[src/include/css_params.svh]
`ifndef CSS_PARAMS_SVH
`define CSS_PARAMS_SVH

// ****************************************************************
// Clock
// ****************************************************************
`define CSS_CLK_MHZ           100

// ****************************************************************
// Start-up timing, figures in their own unit
// ****************************************************************
`define CSS_T_UV_DELAY_US     10
`define CSS_T_EN_START_US     250
`define CSS_T_TM_US           100
`define CSS_T_FLAG_MS         2
`define CSS_T_FAULT_RESP_US   10

// Start-up timing in clock cycles; least times, so round up
`define CSS_T_UV_DELAY_CYC    ((`CSS_T_UV_DELAY_US * `CSS_CLK_MHZ * 1000 + 999) / 1000)
`define CSS_T_EN_START_CYC    ((`CSS_T_EN_START_US * `CSS_CLK_MHZ * 1000 + 999) / 1000)
`define CSS_T_TM_CYC          ((`CSS_T_TM_US * `CSS_CLK_MHZ * 1000 + 999) / 1000)
`define CSS_T_FLAG_CYC        (`CSS_T_FLAG_MS * 1000 * `CSS_CLK_MHZ)
// Longest fault response; a bound, so round down
`define CSS_T_FAULT_RESP_CYC  ((`CSS_T_FAULT_RESP_US * `CSS_CLK_MHZ * 1000) / 1000)

// ****************************************************************
// Temperature PWM
// ****************************************************************
`define CSS_PWM_FREQ_KHZ      250
`define CSS_PWM_PERIOD_CYC    ((`CSS_CLK_MHZ * 1000) / `CSS_PWM_FREQ_KHZ)
`define CSS_PWM_LAST          9'h18F
`define CSS_TM_REF_MV         16'sh04F6
`define CSS_TM_REF_C          16'sh001B
`define CSS_TM_GAIN_MV        16'sh000A
`define CSS_TM_HIGH_MV        18'h00CE4
`define CSS_TEMP_MIN_C        (-16'sh0028)
`define CSS_TEMP_MAX_C        16'sh007D
`define CSS_DUTY_MIN          9'h049
`define CSS_DUTY_MAX          9'h110

// ****************************************************************
// Widths and reset values
// ****************************************************************
`define CSS_CNT_W             18
`define CSS_SYNC_W            4
`define CSS_SYNC_RST          4'h0
`define CSS_TEMP_RST          8'sh1B

`endif

[src/include/css_pkg.sv]
package css_pkg;

	// Sequencer states
	typedef enum logic [2:0] {
		CSS_OFF   = 3'h0,
		CSS_QUAL  = 3'h1,
		CSS_START = 3'h2,
		CSS_SOFT  = 3'h3,
		CSS_RUN   = 3'h4,
		CSS_LATCH = 3'h5
	} css_state_e;

	typedef logic [17:0]        css_count_t;
	typedef logic signed [7:0]  css_temp_t;
	typedef logic [8:0]         css_duty_t;

endpackage

[src/include/css_pwm_if.sv]
`timescale 1ns/1ps

// Sequencer to temperature PWM generator
interface css_pwm_if;
	logic               run;
	css_pkg::css_temp_t temp_c;
	logic               level;
	logic               drive_n;

	modport ctrl (output run, output temp_c, input level, input drive_n);
	modport gen  (input run, input temp_c, output level, output drive_n);
endinterface

[src/core/css_sync.sv]
`timescale 1ns/1ps
`include "css_params.svh"

module css_sync (
	// Clock and reset
	input  wire logic                    clk_i,
	input  wire logic                    rstn_i,
	// Asynchronous levels in, synchronised levels out
	input  wire logic [`CSS_SYNC_W-1:0]  async_i,
	output logic      [`CSS_SYNC_W-1:0]  sync_o
);

	logic [`CSS_SYNC_W-1:0] meta_reg;
	logic [`CSS_SYNC_W-1:0] meta_next;
	logic [`CSS_SYNC_W-1:0] hold_reg;
	logic [`CSS_SYNC_W-1:0] hold_next;

	// First stage is read only by the second stage
	always_comb begin
		meta_next = async_i;
		hold_next = meta_reg;
	end

	// Two flops per line, cleared at reset
	always_ff @(posedge clk_i or negedge rstn_i) begin
		if (!rstn_i) begin
			meta_reg <= `CSS_SYNC_RST;
			hold_reg <= `CSS_SYNC_RST;
		end else begin
			meta_reg <= meta_next;
			hold_reg <= hold_next;
		end
	end

	assign sync_o = hold_reg;

endmodule

[src/core/css_temp_pwm.sv]
`timescale 1ns/1ps
`include "css_params.svh"

module css_temp_pwm (
	// Clock and reset
	input  wire logic  clk_i,
	input  wire logic  rstn_i,
	// Sequencer side
	css_pwm_if.gen     pwm
);

	// ****************************************************************
	// Temperature to duty count
	// ****************************************************************

	// Averaged level is 1.27 V at 27 C plus 10 mV per degree of a 3.3 V swing
	function automatic css_pkg::css_duty_t css_duty(input css_pkg::css_temp_t t);
		logic signed [15:0] tc;
		logic signed [15:0] mv;
		logic        [19:0] num;
		logic        [19:0] q;
		tc = {{8{t[7]}}, t};
		if (tc < `CSS_TEMP_MIN_C)
			tc = `CSS_TEMP_MIN_C;
		if (tc > `CSS_TEMP_MAX_C)
			tc = `CSS_TEMP_MAX_C;
		mv  = `CSS_TM_REF_MV + `CSS_TM_GAIN_MV * (tc - `CSS_TM_REF_C);
		// Period is 400 cycles, so counts = mv * 400 / 3300, rounded; the product needs 20 bits
		num = 20'(mv) * 20'(`CSS_PWM_PERIOD_CYC) + 20'(`CSS_TM_HIGH_MV >> 1);
		q   = num / 20'(`CSS_TM_HIGH_MV);
		if (q < 20'(`CSS_DUTY_MIN))
			q = 20'(`CSS_DUTY_MIN);
		if (q > 20'(`CSS_DUTY_MAX))
			q = 20'(`CSS_DUTY_MAX);
		return q[8:0];
	endfunction

	logic [8:0]          cnt_reg;
	logic [8:0]          cnt_next;
	css_pkg::css_duty_t  duty_reg;
	css_pkg::css_duty_t  duty_next;
	logic                level_reg;
	logic                level_next;
	logic                drive_n_reg;
	logic                drive_n_next;

	// ****************************************************************
	// Period counter and comparator
	// ****************************************************************

	// Duty is taken only at period start so a pulse is never cut short;
	// idle parks the count on its last step so the first period is whole
	always_comb begin
		cnt_next     = `CSS_PWM_LAST;
		duty_next    = duty_reg;
		level_next   = 1'b0;
		drive_n_next = 1'b1;
		if (pwm.run) begin
			cnt_next     = (cnt_reg == `CSS_PWM_LAST) ? 9'h000 : cnt_reg + 9'h001;
			if (cnt_next == 9'h000)
				duty_next = css_duty(pwm.temp_c);
			level_next   = (cnt_next == 9'h000) ? 1'b1 : (cnt_next < duty_next);
			drive_n_next = 1'b0;
		end
	end

	// Registers; while idle the pin is released to its pull-up
	always_ff @(posedge clk_i or negedge rstn_i) begin
		if (!rstn_i) begin
			cnt_reg     <= `CSS_PWM_LAST;
			duty_reg    <= `CSS_DUTY_MIN;
			level_reg   <= 1'b0;
			drive_n_reg <= 1'b1;
		end else begin
			cnt_reg     <= cnt_next;
			duty_reg    <= duty_next;
			level_reg   <= level_next;
			drive_n_reg <= drive_n_next;
		end
	end

	assign pwm.level   = level_reg;
	assign pwm.drive_n = drive_n_reg;

endmodule

[src/core/css_converter_status_sequencer.sv]
// What this block does
// Temperature pin is a steady 250 kHz PWM
// PWM duty reports controller temperature
// Duty: 1.27 V at 27 C, 10 mV/C
// PWM valid 100 us after power stage on
// Enable low turns bias and power off
// Floating enable counts as asserted (pull-up)
// Power stage on 250 us after qualification
// Arrays tie enables together for common start
// Ready flag rises 2 ms after power on
// Any protection fault pulls flag low
// Flag falls within 10 us of fault
// Fault latches off until primary undervoltage
// Flag stays low while latched, soft start frees
`timescale 1ns/1ps
`include "css_params.svh"

module css_converter_status_sequencer #(
	parameter int unsigned T_UV_DELAY_CYC = `CSS_T_UV_DELAY_CYC,
	parameter int unsigned T_EN_START_CYC = `CSS_T_EN_START_CYC,
	parameter int unsigned T_TM_CYC       = `CSS_T_TM_CYC,
	parameter int unsigned T_FLAG_CYC     = `CSS_T_FLAG_CYC
) (
	// Clock and reset
	input  wire logic                clk_i,
	input  wire logic                rstn_i,
	// Host pin, resolved through its pull-up
	input  wire logic                enable_i,
	// Primary voltage comparators and protection summary
	input  wire logic                pri_above_recovery_i,
	input  wire logic                pri_below_lockout_i,
	input  wire logic                fault_i,
	// Temperature sensor, same clock domain
	input  wire css_pkg::css_temp_t  temp_c_i,
	input  wire logic                temp_valid_i,
	// Power train control
	output logic                     bias_en_o,
	output logic                     power_stage_o,
	// Status pins
	output logic                     temperature_pwm_out_o,
	output logic                     temperature_pwm_oe_n_o,
	output logic                     ready_fault_flag_o,
	output logic                     fault_latched_o
);

	// ****************************************************************
	// Input synchronisers
	// ****************************************************************

	logic [`CSS_SYNC_W-1:0] pins_async;
	logic [`CSS_SYNC_W-1:0] pins_sync;

	// Synchronised copies, one per pin
	logic                   en_s;
	logic                   above_s;
	logic                   below_s;
	logic                   fault_s;

	// All four are asynchronous pins, so two flops each
	assign pins_async = {fault_i, pri_below_lockout_i, pri_above_recovery_i, enable_i};

	css_sync u_sync (
		.clk_i   (clk_i),
		.rstn_i  (rstn_i),
		.async_i (pins_async),
		.sync_o  (pins_sync)
	);

	// The pull-up makes an open enable read high; no special case here
	assign en_s    = pins_sync[0];
	assign above_s = pins_sync[1];
	assign below_s = pins_sync[2];
	assign fault_s = pins_sync[3];

	// ****************************************************************
	// Temperature sample
	// ****************************************************************

	css_pkg::css_temp_t temp_reg;
	css_pkg::css_temp_t temp_next;

	// Sensor words come from this clock, so they skip the synchroniser
	// Hold the last good sensor reading between conversions
	always_comb begin
		temp_next = temp_reg;
		if (temp_valid_i)
			temp_next = temp_c_i;
	end

	// Room temperature until the first conversion lands
	always_ff @(posedge clk_i or negedge rstn_i) begin
		if (!rstn_i)
			temp_reg <= `CSS_TEMP_RST;
		else
			temp_reg <= temp_next;
	end

	// ****************************************************************
	// Decoders
	// ****************************************************************

	// True on the last cycle of an n-cycle wait, so the move lands on cycle n
	function automatic logic css_at_count(input css_pkg::css_count_t c, input int unsigned n);
		return (c == `CSS_CNT_W'(n - 1));
	endfunction

	// States in which the power stage is switching
	function automatic logic css_powered(input css_pkg::css_state_e s);
		return (s == css_pkg::CSS_SOFT) || (s == css_pkg::CSS_RUN);
	endfunction

	// ****************************************************************
	// Start-up sequencer
	// ****************************************************************

	css_pkg::css_state_e state_reg;
	css_pkg::css_state_e state_next;
	css_pkg::css_count_t cnt_reg;
	css_pkg::css_count_t cnt_next;

	// Start condition and terminal-count strobes
	logic                qualified;
	logic                uv_done;
	logic                start_done;
	logic                tm_done;
	logic                flag_done;

	// Terminal counts; each wait lasts exactly its figure in cycles
	assign uv_done    = css_at_count(cnt_reg, T_UV_DELAY_CYC);
	assign start_done = css_at_count(cnt_reg, T_EN_START_CYC);
	assign tm_done    = css_at_count(cnt_reg, T_TM_CYC);
	assign flag_done  = css_at_count(cnt_reg, T_FLAG_CYC);

	// Both start conditions must hold together
	assign qualified  = en_s && above_s;

	// Next state; fault outranks enable, undervoltage outranks both except in the undervoltage delay
	always_comb begin
		state_next = state_reg;
		case (state_reg)
			// Idle; a fault here is ignored as nothing is powered
			css_pkg::CSS_OFF: begin
				if (qualified)
					state_next = css_pkg::CSS_QUAL;
			end
			// Undervoltage delay; both start conditions must stay true
			css_pkg::CSS_QUAL: begin
				if (fault_s)
					state_next = css_pkg::CSS_LATCH;
				else if (!qualified)
					state_next = css_pkg::CSS_OFF;
				else if (uv_done)
					state_next = css_pkg::CSS_START;
			end
			// Start delay; power stage still off
			css_pkg::CSS_START: begin
				if (below_s)
					state_next = css_pkg::CSS_OFF;
				else if (fault_s)
					state_next = css_pkg::CSS_LATCH;
				else if (!en_s)
					state_next = css_pkg::CSS_OFF;
				else if (start_done)
					state_next = css_pkg::CSS_SOFT;
			end
			// Soft start; power on, flag still low
			css_pkg::CSS_SOFT: begin
				if (below_s)
					state_next = css_pkg::CSS_OFF;
				else if (fault_s)
					state_next = css_pkg::CSS_LATCH;
				else if (!en_s)
					state_next = css_pkg::CSS_OFF;
				else if (flag_done)
					state_next = css_pkg::CSS_RUN;
			end
			// Running; flag high until a shutdown
			css_pkg::CSS_RUN: begin
				if (below_s)
					state_next = css_pkg::CSS_OFF;
				else if (fault_s)
					state_next = css_pkg::CSS_LATCH;
				else if (!en_s)
					state_next = css_pkg::CSS_OFF;
			end
			css_pkg::CSS_LATCH: begin
				// Enable alone cannot clear a fault; only primary undervoltage
				if (below_s)
					state_next = css_pkg::CSS_OFF;
			end
			default: begin
				state_next = css_pkg::CSS_OFF;
			end
		endcase
	end

	// Timer restarts on every state change and idles where nothing is timed
	always_comb begin
		cnt_next = '0;
		if (state_next == state_reg) begin
			case (state_reg)
				css_pkg::CSS_QUAL,
				css_pkg::CSS_START,
				css_pkg::CSS_SOFT: begin
					cnt_next = cnt_reg + `CSS_CNT_W'(1);
				end
				default: begin
					cnt_next = '0;
				end
			endcase
		end
	end

	// State and timer registers
	always_ff @(posedge clk_i or negedge rstn_i) begin
		if (!rstn_i) begin
			state_reg <= css_pkg::CSS_OFF;
			cnt_reg   <= '0;
		end else begin
			state_reg <= state_next;
			cnt_reg   <= cnt_next;
		end
	end

	// ****************************************************************
	// Control outputs
	// ****************************************************************

	logic bias_reg;
	logic bias_next;
	logic power_reg;
	logic power_next;
	logic flag_reg;
	logic flag_next;
	logic latch_reg;
	logic latch_next;

	// Run request to the temperature PWM generator
	logic pwm_run_reg;
	logic pwm_run_next;

	// Decoded from the next state, bias from the enable, so bias, power, flag and latch move on the same edge
	always_comb begin
		// Bias follows enable alone, latched or not
		bias_next    = en_s;
		// The power stage switches through soft start and run
		power_next   = css_powered(state_next);
		// Only a finished soft start raises the flag again
		flag_next    = (state_next == css_pkg::CSS_RUN);
		// Mirrors the latched state for the host
		latch_next   = (state_next == css_pkg::CSS_LATCH);
		// PWM starts part way into soft start; the generator's flop adds a cycle
		pwm_run_next = css_powered(state_next) &&
		               (pwm_run_reg || (state_next == css_pkg::CSS_RUN) ||
		                (state_reg == css_pkg::CSS_SOFT && tm_done));
	end

	// Fault path is two sync flops plus this one, far inside 10 us
	always_ff @(posedge clk_i or negedge rstn_i) begin
		if (!rstn_i) begin
			bias_reg    <= 1'b0;
			power_reg   <= 1'b0;
			flag_reg    <= 1'b0;
			latch_reg   <= 1'b0;
			pwm_run_reg <= 1'b0;
		end else begin
			bias_reg    <= bias_next;
			power_reg   <= power_next;
			flag_reg    <= flag_next;
			latch_reg   <= latch_next;
			pwm_run_reg <= pwm_run_next;
		end
	end

	// ****************************************************************
	// Temperature PWM
	// ****************************************************************

	// Local bundle to the generator; the top keeps plain ports
	css_pwm_if pwm_if ();

	// Run request and held reading go out on the bundle
	assign pwm_if.run    = pwm_run_reg;
	assign pwm_if.temp_c = temp_reg;

	css_temp_pwm u_pwm (
		.clk_i  (clk_i),
		.rstn_i (rstn_i),
		.pwm    (pwm_if.gen)
	);

	// ****************************************************************
	// Output pins
	// ****************************************************************

	// All of these leave straight from flops
	assign bias_en_o              = bias_reg;
	assign power_stage_o          = power_reg;
	assign ready_fault_flag_o     = flag_reg;
	assign fault_latched_o        = latch_reg;

	// The PWM pin pair leaves from the generator's flops
	assign temperature_pwm_out_o  = pwm_if.level;
	assign temperature_pwm_oe_n_o = pwm_if.drive_n;

endmodule

[config.mk]
export PLATFORM = sky130hd
export DESIGN_NAME = css_converter_status_sequencer
export DESIGN_NICKNAME = d
export VERILOG_FILES = /design/src/include/css_pkg.sv /design/src/include/css_pwm_if.sv /design/src/core/css_sync.sv /design/src/core/css_temp_pwm.sv /design/src/core/css_converter_status_sequencer.sv
export VERILOG_INCLUDE_DIRS = /design/src /design/src/include
export SDC_FILE = /design/constraint.sdc
export NUM_CORES = 1
export LEC_CHECK = 0
export ABC_AREA = 1
export ABC_CLOCK_PERIOD_IN_PS = 23400
export BUFFER_PORTS_ARGS = -buffer_cell sky130_fd_sc_hd__buf_2
export CAP_MARGIN = 25
export CORE_MARGIN = 2
export CORE_UTILIZATION = 60
export DETAILED_ROUTE_END_ITERATION = 8
export PLACE_DENSITY_LB_ADDON = 0.15
export SYNTH_ARGS = -nofsm -noshare
export SYNTH_HDL_FRONTEND = slang
export SYNTH_SLANG_ARGS = --single-unit
[constraint.sdc]
create_clock -name clk_i -period 23.4 [get_ports clk_i]
set_input_delay 1.17 -clock clk_i [delete_from_list [all_inputs] [get_ports clk_i]]
set_output_delay 1.17 -clock clk_i [all_outputs]
set_load 0.01 [all_outputs]
==> results of run 1 <==
[worst max-delay path, delay by kind of cell (launching register included)]
family / cells / cell delay [ns]
fa+ha+maj: 10 / 3.41
xor+xnor: 4 / 0.89
simple gates: 66 / 7.94
compound gates: 13 / 2.88
buf+inv: 10 / 0.81
flops: 1 / 0.54
[logic make-up (layout without fill, tap and decap cells)]
kind of cell	Yosys count	in the layout	share of synthesized area
compound gates	128	128	0.0793
fa+ha+maj	89	89	0.121
flops	62	62	0.160
mux	2	2	0.00229
xor+xnor	80	80	0.0744
other cells	0	1	0
buf+inv	271	289	0.113
simple gates	955	955	0.450
[how the worst max path moves through the flow]
stage	endpoint	slack, ns	depth (start not counted)
after floorplan	u_pwm.pwm.level	9.46	110
after global placement	u_pwm.pwm.level	7.47	107
after detailed placement	u_pwm.pwm.level	7.01	103
after CTS	u_pwm.pwm.level	6.93	103
after global routing	u_pwm.pwm.level	5.13	110
final	u_pwm.pwm.level	6.79	103
[stage by stage]
| step | worst slack [ns] | instances | util |
|---|---|---|---|
| 2_1_floorplan | 9.46 | 1587 | - |
| 3_3_place_gp | 7.47 | 1805 | 0.629 |
| 3_5_place_dp | 7.01 | 1805 | 0.629 |
| 4_1_cts | 6.93 | 1821 | 0.651 |
| 5_1_grt | 5.13 | 1821 | 0.651 |
| 6_report | 6.79 | 1822 | 0.651 |
[routing by layer]
| layer | wire [um] | vias to the layer above | part of all wire | track usage |
|---|---|---|---|---|
| met2 | 10400 | 190 | 0.48 | 0.428 |
| met4 | 339 | 0 | 0.016 | 0.0574 |
| li1 | - | 5096 | - | - |
| met1 | 10400 | 4370 | 0.48 | 0.338 |
| met5 | 0 | - | 0 | 0 |
| met3 | 597 | 34 | 0.027 | 0.0235 |
[cells in the mapped netlist, types with 5 or more instances]
cell	n	area (um^2)
ha_1	79	988
o21ai_0	45	225
nand3_2	5	50.1
nand2_1	478	1790
nand3b_1	8	60.1
fa_1	10	200
nand2_2	43	269
dfstp_2	14	368
nor3_1	25	125
a21oi_1	33	165
nor4_1	6	37.5
buf_6	6	67.6
nand3_1	170	851
a31oi_1	6	37.5
nor2_4	6	67.6
nor2_1	135	507
dfrtp_1	48	1200
inv_2	32	120
clkbuf_1	5	18.8
nor2_2	12	75.1
xor2_1	62	543
inv_1	218	818
nand4_1	26	163
o21ai_1	12	60.1
xnor2_1	14	123
nand2_4	15	169
nor3b_1	5	37.5
o21ai_2	6	52.6
[cell type report]
cell class,count,area share
clock buffer,13,0.0251
sequential,62,0.151
clock inverter,3,0.00868
antenna,1,0.000241
timing repair buffer,21,0.0104
multi-input combinational,1254,0.687
tap,216,0.0260
inverter,252,0.0911
==> results.md, run 1 <==
- Vias in the first global route: 8,683
- HP Class: reg2reg
- Max clock buf depth: 2
- TritonRoute pass-1 iters: 8
- TritonCTS clock tree: yes
- Remaining DRCs: 0
- Reg2reg setup slack: 6.79 ns
- CORE AREA: 15,900 um^2
- H-tree depth: 3
- Multi-input gate area: 7140 um^2
- Starting Density: 0.616
- Crit path time final: 16.61 ns
- CTS resizes: 0
- Clk_skew: 0.00317 ns
- CP max stage delay: 0.54 ns
- Global-route wire length before repair: 37,700 um
- Syn Std Cell Area: 9820 um^2
- Post-route setup TNS: 0 ns
- CP max stage cell: dfstp_2
- Num CTS Buffers: 9
- Hold Path Sink: u_sync.sync_o[1]
- Worst slew margin: 0.302
- Yosys warnings: 0
- Crit path launch type: flop
- Clk Latency, worst-skew pair: 0.32 ns
- Synthesis-to-finish area growth: 5.77%
- Postcts setup bufs: 0
- FF/Latch Area: 1570 um^2
- DR vias/cell: 5.32
- Max FFs per register: 18
- Post-DP Area: 10,000 um^2
- Ports: 21
- Number of flops mapped to enable cells by yosys: 0
- Final WL: 21,800 um
- Synth async-reset ratio: 1.00
- Worst hold stages: 0
- GRT Total Usage: 0.249
- Final setup fails: 0
- Worst Setup End Kind: flop
- Ys flop type: dfrtp_1
- DIE AREA: 17,400 um^2
- Clk sinks: 62
- Reg2reg end: u_pwm.pwm.level
- FF-to-FF Start: pwm_if.temp_c[3]
- Post-Layout Inst Area: 10,400 um^2
- Seq cells post-synth: 62
- Commonest non-fill, non-tap cell in the layout: nand2_1
- CTS Root Buffer Type: clkbuf_16
- Final-stage net count: 1,704
- Final hold violation count: 0
- Data required, critical path: 23.64 ns
- Peak Freq: 60.2 MHz
- Post-Syn Instances: 1,587
- Die Span X: 132 um
- DR iter-0 viols: 551
- Antenna violations before repair: 0
- Pins Over Slew Limit: 0
- Worst slew pin tran: 1.04 ns
- Max FO, Critical Path: 19
- Max Cap Viol: 0
- Register-to-Register Path Depth: 103
- Largest net degree at the start of global routing: 63
- Syn_nets: 1,691
- Synth Area per Inst: 6.19 um^2
- Gr ovfl total: 0
- Rows: 46
- Min Hold Slack: 0.347 ns
- Worst hold start: u_sync.hold_next[1]
- Fraction of layout cells with a size suffix above 1: 0.120
- Status: completed
- Fill count: 1,529
- Routed Antenna Nets: 0
- DP Wirelength: 17,500 um
- RSZ-0062 raised after global routing: no
- Worst EP arrival: 16.85 ns
- Most frequent cells in the layout: 478 x nand2_1, 218 x inv_1, 170 x nand3_1
- Cell variety after synth: 59
- GP Congestion: 0.935
- DR WL/cell: 11.9 um
- WS Path Type: reg2reg
- Seq/Total Area, Yosys: 0.160
- Period Utilization, post-route: 0.710
- # hold bufs at CTS: 0
- Clock-pin slew on the worst setup and hold paths: 0.05 ns
- Die height: 132 um
- Vias: 9,690
- Crit. Startpoint: pwm_if.temp_c[3]
- IO Port Bufs: 20
- CP dominant cell by count: nand2_1
Power of run 1 is not shown: default switching activity piles up to over one toggle a cycle in this logic, so the estimate is an artifact.
==> run 2: changes to the inputs <==
--- a/config.mk
+++ b/config.mk
@@ -6,8 +6,8 @@
 export SDC_FILE = /design/constraint.sdc
 export NUM_CORES = 1
 export LEC_CHECK = 0
-export ABC_AREA = 1
-export ABC_CLOCK_PERIOD_IN_PS = 23400
+export ABC_AREA = 0
+export ABC_CLOCK_PERIOD_IN_PS = 14700
 export BUFFER_PORTS_ARGS = -buffer_cell sky130_fd_sc_hd__buf_2
 export CAP_MARGIN = 25
 export CORE_MARGIN = 2
==> constraint.sdc (replaced) <==
create_clock -name clk_i -period 14.7 [get_ports clk_i]
set_input_delay 0.735 -clock clk_i [delete_from_list [all_inputs] [get_ports clk_i]]
set_output_delay 0.735 -clock clk_i [all_outputs]
set_load 0.01 [all_outputs]
==> results.md, run 2 <==
- Status: aborted with a tool error
- Stop stage: global routing (5_1_grt)
- Error message: [ERROR GRT-0116] Global routing finished with congestion. Check the congestion regions in the DRC Viewer.
- Cell variety after synth: 128 (+120%)
- Vias in the first global route: 16,137
- Synth async-reset ratio: 1.00 (unchanged)
- Largest net degree at the start of global routing: 63
- Syn Std Cell Area: 10,600 um^2 (+7.5%)
- GRT Total Usage: 0.598
- Clk sinks: 62 (unchanged)
- Max clock buf depth: 2 (unchanged)
- List of most frequent post-synthesis cells: 110 x nand2_1, 109 x nor2_1, 79 x ha_1
- Most common cell in the netlist: nand2_1
- Yosys top cell by area: dfrtp_1
- Synth area leaders: dfrtp_1 11%, ha_1 9.4%, xnor2_1 5.2%
- Num CTS Buffers: 9 (unchanged)
- Gr ovfl total: 1
- Die height: 137 um (+3.6%)
- CTS Root Buffer Type: clkbuf_16
- DP Wirelength: 28,200 um (+61%)
- DP Worst Slack: -1.62 ns (-8.63 ns)
- GP Congestion: 0.963 (+3.0%)
- IO Port Bufs: 20 (unchanged)
- Ys flop type: dfrtp_1
- Ports: 21 (unchanged)
- Die Span X: 137 um (+3.6%)
- Post-Syn Instances: 1,324 (-17%)
- Synth Area per Inst: 7.97 um^2 (+29%)
- Seq cells post-synth: 62 (unchanged)
- Global-route wire length before repair: 86,200 um
- H-tree depth: 3 (unchanged)
- Rows: 48 (+4.3%)
- # hold bufs at CTS: 0 (unchanged)
- Yosys warnings: 0 (unchanged)
- Starting Density: 0.612 (-0.00346)
- Syn_nets: 1,428 (-16%)
- Number of flops mapped to enable cells by yosys: 0 (unchanged)
- Seq/Total Area, Yosys: 0.149 (-0.0112)
- Yosys top cell area share: 0.114 (-0.0690)
[run 2: cell count changes after synthesis, moves of 26 or more]
cell	previous run	this run
nand2_2	43	2
inv_2	32	1
nand2_1	478	110
nor2_1	135	109
nand3_1	170	41
a21oi_1	33	75
inv_1	218	61
xnor2_1	14	63
[run 2: repair_timing]
action,4_1_cts
setup buffers,52
resized for setup,101
pin swaps,76
setup endpoints to repair,6
cloned,0
[run 2: cells by family after synthesis]
family                   share of synthesized area
AO/OA/AOI/OAI                                0.288
XOR/XNOR                                     0.106
adder cells (fa/ha/maj)                      0.113
buffers and inverters                       0.0468
flip-flops                                   0.149
multiplexers                                0.0426
AND/OR/NAND/NOR                              0.255
[run 2: metal layers]
metal	global-route usage	overflow
met3	0.314	0
met5	0.0611	0
met4	0.561	1
met1	0.621	0
met2	0.856	0
[run 2: stage by stage]
| step | util | setup TNS (ns) | std cells | instance area, um^2 | hold slack [ns] |
|---|---|---|---|---|---|
| CTS | 0.908 | -1.20 | 2023 | 15700 | 0.348 |
| detailed placement | 0.839 | -3.55 | 1957 | 14500 | 0.336 |
| global placement | 0.838 | -1.03 | 1956 | 14500 | 0.334 |
| floorplan | - | -3.25 | 1324 | 11100 | 0.331 |
==> run 3: changes to the inputs <==
--- a/config.mk
+++ b/config.mk
@@ -7,11 +7,11 @@
 export NUM_CORES = 1
 export LEC_CHECK = 0
 export ABC_AREA = 0
-export ABC_CLOCK_PERIOD_IN_PS = 14700
+export ABC_CLOCK_PERIOD_IN_PS = 19100
 export BUFFER_PORTS_ARGS = -buffer_cell sky130_fd_sc_hd__buf_2
 export CAP_MARGIN = 25
 export CORE_MARGIN = 2
-export CORE_UTILIZATION = 60
+export CORE_UTILIZATION = 40
 export DETAILED_ROUTE_END_ITERATION = 8
 export PLACE_DENSITY_LB_ADDON = 0.15
 export SYNTH_ARGS = -nofsm -noshare
==> constraint.sdc (replaced) <==
create_clock -name clk_i -period 19.1 [get_ports clk_i]
set_input_delay 0.955 -clock clk_i [delete_from_list [all_inputs] [get_ports clk_i]]
set_output_delay 0.955 -clock clk_i [all_outputs]
set_load 0.01 [all_outputs]
==> results.md, run 3 <==
- Status: completed
- CORE AREA: 26,000 um^2
- Crit path launch type: flop
- Max FO, Critical Path: 14
- Fraction of layout cells with a size suffix above 1: 0.163
- List of most frequent post-synthesis cells: 110 x nand2_1, 109 x nor2_1, 79 x ha_1
- Clock-pin slew on the worst setup and hold paths: 0.06 ns
- Worst Setup End Kind: flop
- HP Class: reg2reg
- TritonCTS clock tree: yes
- Clk Latency, worst-skew pair: 0.33 ns
- Data required, critical path: 19.36 ns
- Worst slew margin: 0.427
- WS Path Type: reg2reg
- Remaining DRCs: 0
- GRT Total Usage: 0.191
- Synth Area per Inst: 7.97 um^2 (unchanged)
- Post-Syn Instances: 1,324 (unchanged)
- CP max stage cell: or4_4
- Final-stage net count: 1,448
- Clk sinks: 62 (unchanged)
- Commonest non-fill, non-tap cell in the layout: nand2_1
- DP Wirelength: 21,800 um (-23%)
- Die Span X: 166 um (+22%)
- TritonRoute pass-1 iters: 5
- Num CTS Buffers: 9 (unchanged)
- Yosys top cell area share: 0.114 (unchanged)
- Final setup fails: 0
- Peak Freq: 55.4 MHz
- Clk_skew: 0.0128 ns
- Vias in the first global route: 9,119
- Synth area leaders: dfrtp_1 11%, ha_1 9.4%, xnor2_1 5.2%
- DR WL/cell: 16.5 um
- H-tree depth: 3 (unchanged)
- Yosys warnings: 0 (unchanged)
- Diode count: 0
- Seq cells post-synth: 62 (unchanged)
- Synthesis-to-finish area growth: 9.77%
- Most common cell in the netlist: nand2_1
- Most frequent cells in the layout: 110 x nand2_1, 108 x nor2_1, 77 x ha_1
- Period Utilization, post-route: 0.945
- Cell variety after synth: 128 (unchanged)
- Gr ovfl total: 0
- Number of flops mapped to enable cells by yosys: 0 (unchanged)
- Routed Antenna Nets: 0
- Max FFs per register: 18
- Worst slew pin tran: 0.852 ns
- IO Port Bufs: 20 (unchanged)
- Ports: 21 (unchanged)
- CP dominant cell by count: ha_1
- Crit path time final: 18.05 ns
- Die height: 166 um (+22%)
- Global-route wire length before repair: 45,700 um
- DIE AREA: 27,700 um^2
- Largest net degree at the start of global routing: 63
- Yosys top cell by area: dfrtp_1
- Pins Over Slew Limit: 0
- Rows: 59 (+23%)
- Antenna violations before repair: 0
- Max clock buf depth: 2 (unchanged)
- Syn Std Cell Area: 10,600 um^2 (unchanged)
- Syn_nets: 1,428 (unchanged)
- DR vias/cell: 5.95
- Vias: 10,025
- CP Buf/Inv Count: 8
- CTS Root Buffer Type: clkbuf_16
- Kind of cell adding the most delay to the critical path: compound AO/OA/AOI/OAI gates
- Worst EP arrival: 18.31 ns
- Seq/Total Area, Yosys: 0.149 (unchanged)
- Post-Layout Inst Area: 11,600 um^2
- Final WL: 27,800 um
- Max Cap Viol: 0
- CP max stage delay: 0.59 ns
- Final hold violation count: 0
- Ys flop type: dfrtp_1
- Starting Density: 0.406 (-0.206)
- Synth async-reset ratio: 1.00 (unchanged)
- GP Congestion: 0.838 (-13%)
- DR iter-0 viols: 860
- Post-DP Area: 11,000 um^2 (-24%)
==> run 3: cell counts after synthesis <==
No cell type changed its count.
==> run 3: routing by layer <==
layer / track usage / wire length, um / vias to the layer above
li1: - / - / 5034
met1: 0.279 / 13900 / 4761
met2: 0.312 / 12800 / 212
met3: 0.0214 / 842 / 18
met4: 0.0277 / 268 / 0
met5: 0 / 0 / -
==> run 3: cell type report <==
| cell class | count | area (um^2) |
|---|---|---|
| fill | 2582 | 14400 |
| multi-input combinational | 1156 | 8710 |
| sequential | 62 | 1570 |
| tap | 335 | 419 |
| timing repair buffer | 52 | 340 |
| clock buffer | 10 | 239 |
| inverter | 63 | 239 |
| clock inverter | 6 | 68.8 |
==> run 3: cell families after synthesis <==
kind of cell    synth area share
xor+xnor                   0.106
buf+inv                   0.0468
fa+ha+maj                  0.113
compound gates             0.288
flops                      0.149
simple gates               0.255
mux                       0.0426
==> run 3: timing repair <==
item	CTS	global route
setup endpoints to repair	0	6
setup buffers	0	7
gates resized for setup	0	42
hold buffers	0	0
==> run 3: path summary, 6_finish.rpt <==
path                                     start                 to  slack, ns  cells after the start
max in group asynchronous               rstn_i   pwm_if.temp_c[2]      17.82                      2
max                           pwm_if.temp_c[3]    u_pwm.pwm.level       1.05                     77
max reg2reg                   pwm_if.temp_c[3]    u_pwm.pwm.level       1.05                     77
min                        u_sync.hold_next[1]   u_sync.sync_o[1]       0.35                      0
min reg2reg                u_sync.hold_next[1]   u_sync.sync_o[1]       0.35                      0
min in group asynchronous               rstn_i  u_pwm.duty_reg[2]       0.79                      2
==> run 3: worst reg2reg max path: cells and delay by family, from the launching register on <==
kind	cells	cell delay, ns
simple gates	23	5.24
xor+xnor	5	0.88
buf+inv	8	1.18
flops	1	0.57
compound gates	26	5.45
fa+ha+maj	11	3.67
mux	4	0.99
==> run 3: per-stage QoR <==
stage,util,setup TNS (ns),hold WS [ns],setup slack [ns],std cells
after global routing,0.446,-0.0932,0.359,-0.0932,1684
after floorplan,-,0,0.331,1.79,1324
final,0.446,0,0.353,1.05,1684
after CTS,0.435,0,0.352,0.0200,1676
after detailed placement,0.423,0,0.336,0.0697,1660
after global placement,0.423,0,0.333,0.238,1660
Power of run 3 is left out for the same reason.
==> run 4: changes to the inputs <==
--- a/config.mk
+++ b/config.mk
@@ -10,6 +10,7 @@
 export ABC_CLOCK_PERIOD_IN_PS = 19100
 export BUFFER_PORTS_ARGS = -buffer_cell sky130_fd_sc_hd__buf_2
 export CAP_MARGIN = 25
+export CORE_ASPECT_RATIO = 1.1
 export CORE_MARGIN = 2
 export CORE_UTILIZATION = 40
 export DETAILED_ROUTE_END_ITERATION = 8
==> results.md, run 4 (synthesis gave the netlist of run 3 again) <==
- Critical Path End: u_pwm.pwm.level
- Kind of cell adding the most delay to the critical path: compound AO/OA/AOI/OAI gates
- TritonCTS clock tree: yes
- Reg2reg end: u_pwm.pwm.level
- Routed Antenna Nets: 0 (unchanged)
- CP max stage delay: 0.56 ns (-0.03 ns)
- Global-route wire length before repair: 47,200 um (+3.3%)
- GRT Total Usage: 0.199 (+0.00792)
- DR vias/cell: 5.92 (-0.60%)
- DIE AREA: 27,700 um^2 (about the same)
- Post-DP Area: 11,000 um^2 (+0.13%)
- Num CTS Buffers: 9 (unchanged)
- Post-Layout Inst Area: 11,700 um^2 (+1.4%)
- Vias: 10,119 (+0.94%)
- GP Congestion: 0.864 (+3.1%)
- Synthesis-to-finish area growth: 11.3%
- Min Hold Slack: 0.346 ns (-0.00767 ns)
- Max clock buf depth: 2 (unchanged)
- Clk Latency, worst-skew pair: 0.33 ns (about the same)
- Rows: 62 (+5.1%)
- Crit path time final: 17.95 ns (-0.0926 ns)
- Pins Over Slew Limit: 0 (unchanged)
- IO Port Bufs: 20 (unchanged)
- Reg2reg setup slack: 1.15 ns (+0.09 ns)
- Remaining DRCs: 0 (unchanged)
- # hold bufs at CTS: 0 (unchanged)
- FF/Latch Area: 1570 um^2 (unchanged)
- Worst path depth: 74 (-3.9%)
- H-tree depth: 3 (unchanged)
- Max FFs per register: 18 (unchanged)
- Worst EP arrival: 18.21 ns (-0.10 ns)
- Die height: 174 um (+4.8%)
- Clk_skew: 0.00588 ns (-0.00688 ns)
- FF-to-FF Start: pwm_if.temp_c[3]
- Max FO, Critical Path: 13 (-1)
- Worst slew margin: 0.331 (-0.0956)
- DR iter-0 viols: 647 (-25%)
- Die Span X: 159 um (-4.5%)
- Diode count: 0 (unchanged)
- Peak Freq: 55.7 MHz (+0.52%)
- Starting Density: 0.405 (-0.00125)
- CTS Root Buffer Type: clkbuf_16
- Vias in the first global route: 9,506 (+4.2%)
- TritonRoute pass-1 iters: 5 (unchanged)
- Fraction of layout cells with a size suffix above 1: 0.175 (+0.0122)
- Period Utilization, post-route: 0.940 (-0.00485)
- Register-to-Register Path Depth: 74 (-3.9%)
- DR WL/cell: 16.6 um (+0.65%)
- CP Buf/Inv Count: 5 (-3)
- Final hold violation count: 0 (unchanged)
- Antenna violations before repair: 0 (unchanged)
- Worst slew pin tran: 1.00 ns (+0.148 ns)
- Fill count: 2,692 (+4.3%)
- Crit path launch type: flop
- WS Path Type: reg2reg
- CORE AREA: 26,100 um^2 (+0.31%)
- Clk sinks: 62 (unchanged)
- Clock-pin slew on the worst setup and hold paths: 0.06 ns (about the same)
- HP Class: reg2reg
- Final-stage net count: 1,457 (+0.62%)
- Final WL: 28,400 um (+2.2%)
- Ports: 21 (unchanged)
- Worst Setup End Kind: flop
- Final setup fails: 0 (unchanged)
- Commonest non-fill, non-tap cell in the layout: nand2_1
- Max Cap Viol: 0 (unchanged)
- Most frequent cells in the layout: 110 x nand2_1, 107 x nor2_1, 77 x ha_1
- Largest net degree at the start of global routing: 63 (unchanged)
- Post-route setup TNS: 0 ns (unchanged)
- Status: completed
- DP Wirelength: 22,400 um (+2.5%)
- Multi-input gate area: 8770 um^2 (+0.68%)
- Crit. Startpoint: pwm_if.temp_c[3]
- CP max stage cell: dfstp_2
- Gr ovfl total: 0 (unchanged)
- Data required, critical path: 19.36 ns (about the same)
- RSZ-0062 raised after global routing: no
- CP dominant cell by count: ha_1
==> run 4: changes by cell type in the layout (fill, tap and decap cells not counted), moves of 2 or more <==
cell / before / now
nor3_1: 43 / 41
mux2i_2: 3 / 5
buf_4: 32 / 41
xnor2_1: 59 / 57
mux2i_1: 19 / 17
a2111oi_0: 5 / 3
xor2_1: 42 / 39
nor3_2: 0 / 2
xor2_2: 1 / 4
==> run 4: metal layers <==
layer,vias to the layer above,global-route usage,share of wire
met1,4838,0.272,0.48
met5,-,0,0
li1,5047,-,-
met2,216,0.346,0.49
met3,18,0.0205,0.030
met4,0,0.0348,0.0082
==> run 4: what timing repair did <==
item                       in CTS  in global routing
pin swaps                       0                  9
cloned                          0                  1
resized for setup               1                 52
buffers inserted                0                 17
setup endpoints to repair       1                  4
==> run 4: worst min-delay path by stage <==
| stage | start | endpoint | slack [ns] | cells past startpoint |
|---|---|---|---|---|
| floorplan | u_sync.hold_next[0] | u_sync.sync_o[0] | 0.33 | 0 |
| global placement | u_sync.hold_next[0] | u_sync.sync_o[0] | 0.33 | 0 |
| detailed placement | u_sync.hold_next[0] | u_sync.sync_o[0] | 0.34 | 0 |
| CTS | u_sync.hold_next[0] | u_sync.sync_o[0] | 0.35 | 0 |
| global route | u_sync.hold_next[1] | u_sync.sync_o[1] | 0.37 | 0 |
| finish | u_sync.hold_next[0] | u_sync.sync_o[0] | 0.35 | 0 |
==> run 4: layout make-up <==
| class | instances | share of cell area |
|---|---|---|
| Timing Repair Buffer | 61 | 0.0347 |
| Sequential cell | 62 | 0.134 |
| Multi-Input combinational cell | 1156 | 0.747 |
| Tap cell | 352 | 0.0375 |
| Clock inverter | 7 | 0.00831 |
| Clock buffer | 9 | 0.0192 |
| Inverter | 63 | 0.0201 |
==> run 4: metrics by stage <==
| step | utilization | setup slack [ns] | std cells |
|---|---|---|---|
| after floorplan | - | 1.79 | 1324 |
| after global placement | 0.423 | 0.306 | 1676 |
| after detailed placement | 0.423 | -0.0577 | 1676 |
| after CTS | 0.435 | 0.104 | 1692 |
| after global routing | 0.451 | 0.0183 | 1710 |
| final | 0.451 | 1.15 | 1710 |
Power of run 4 is left out for the same reason.
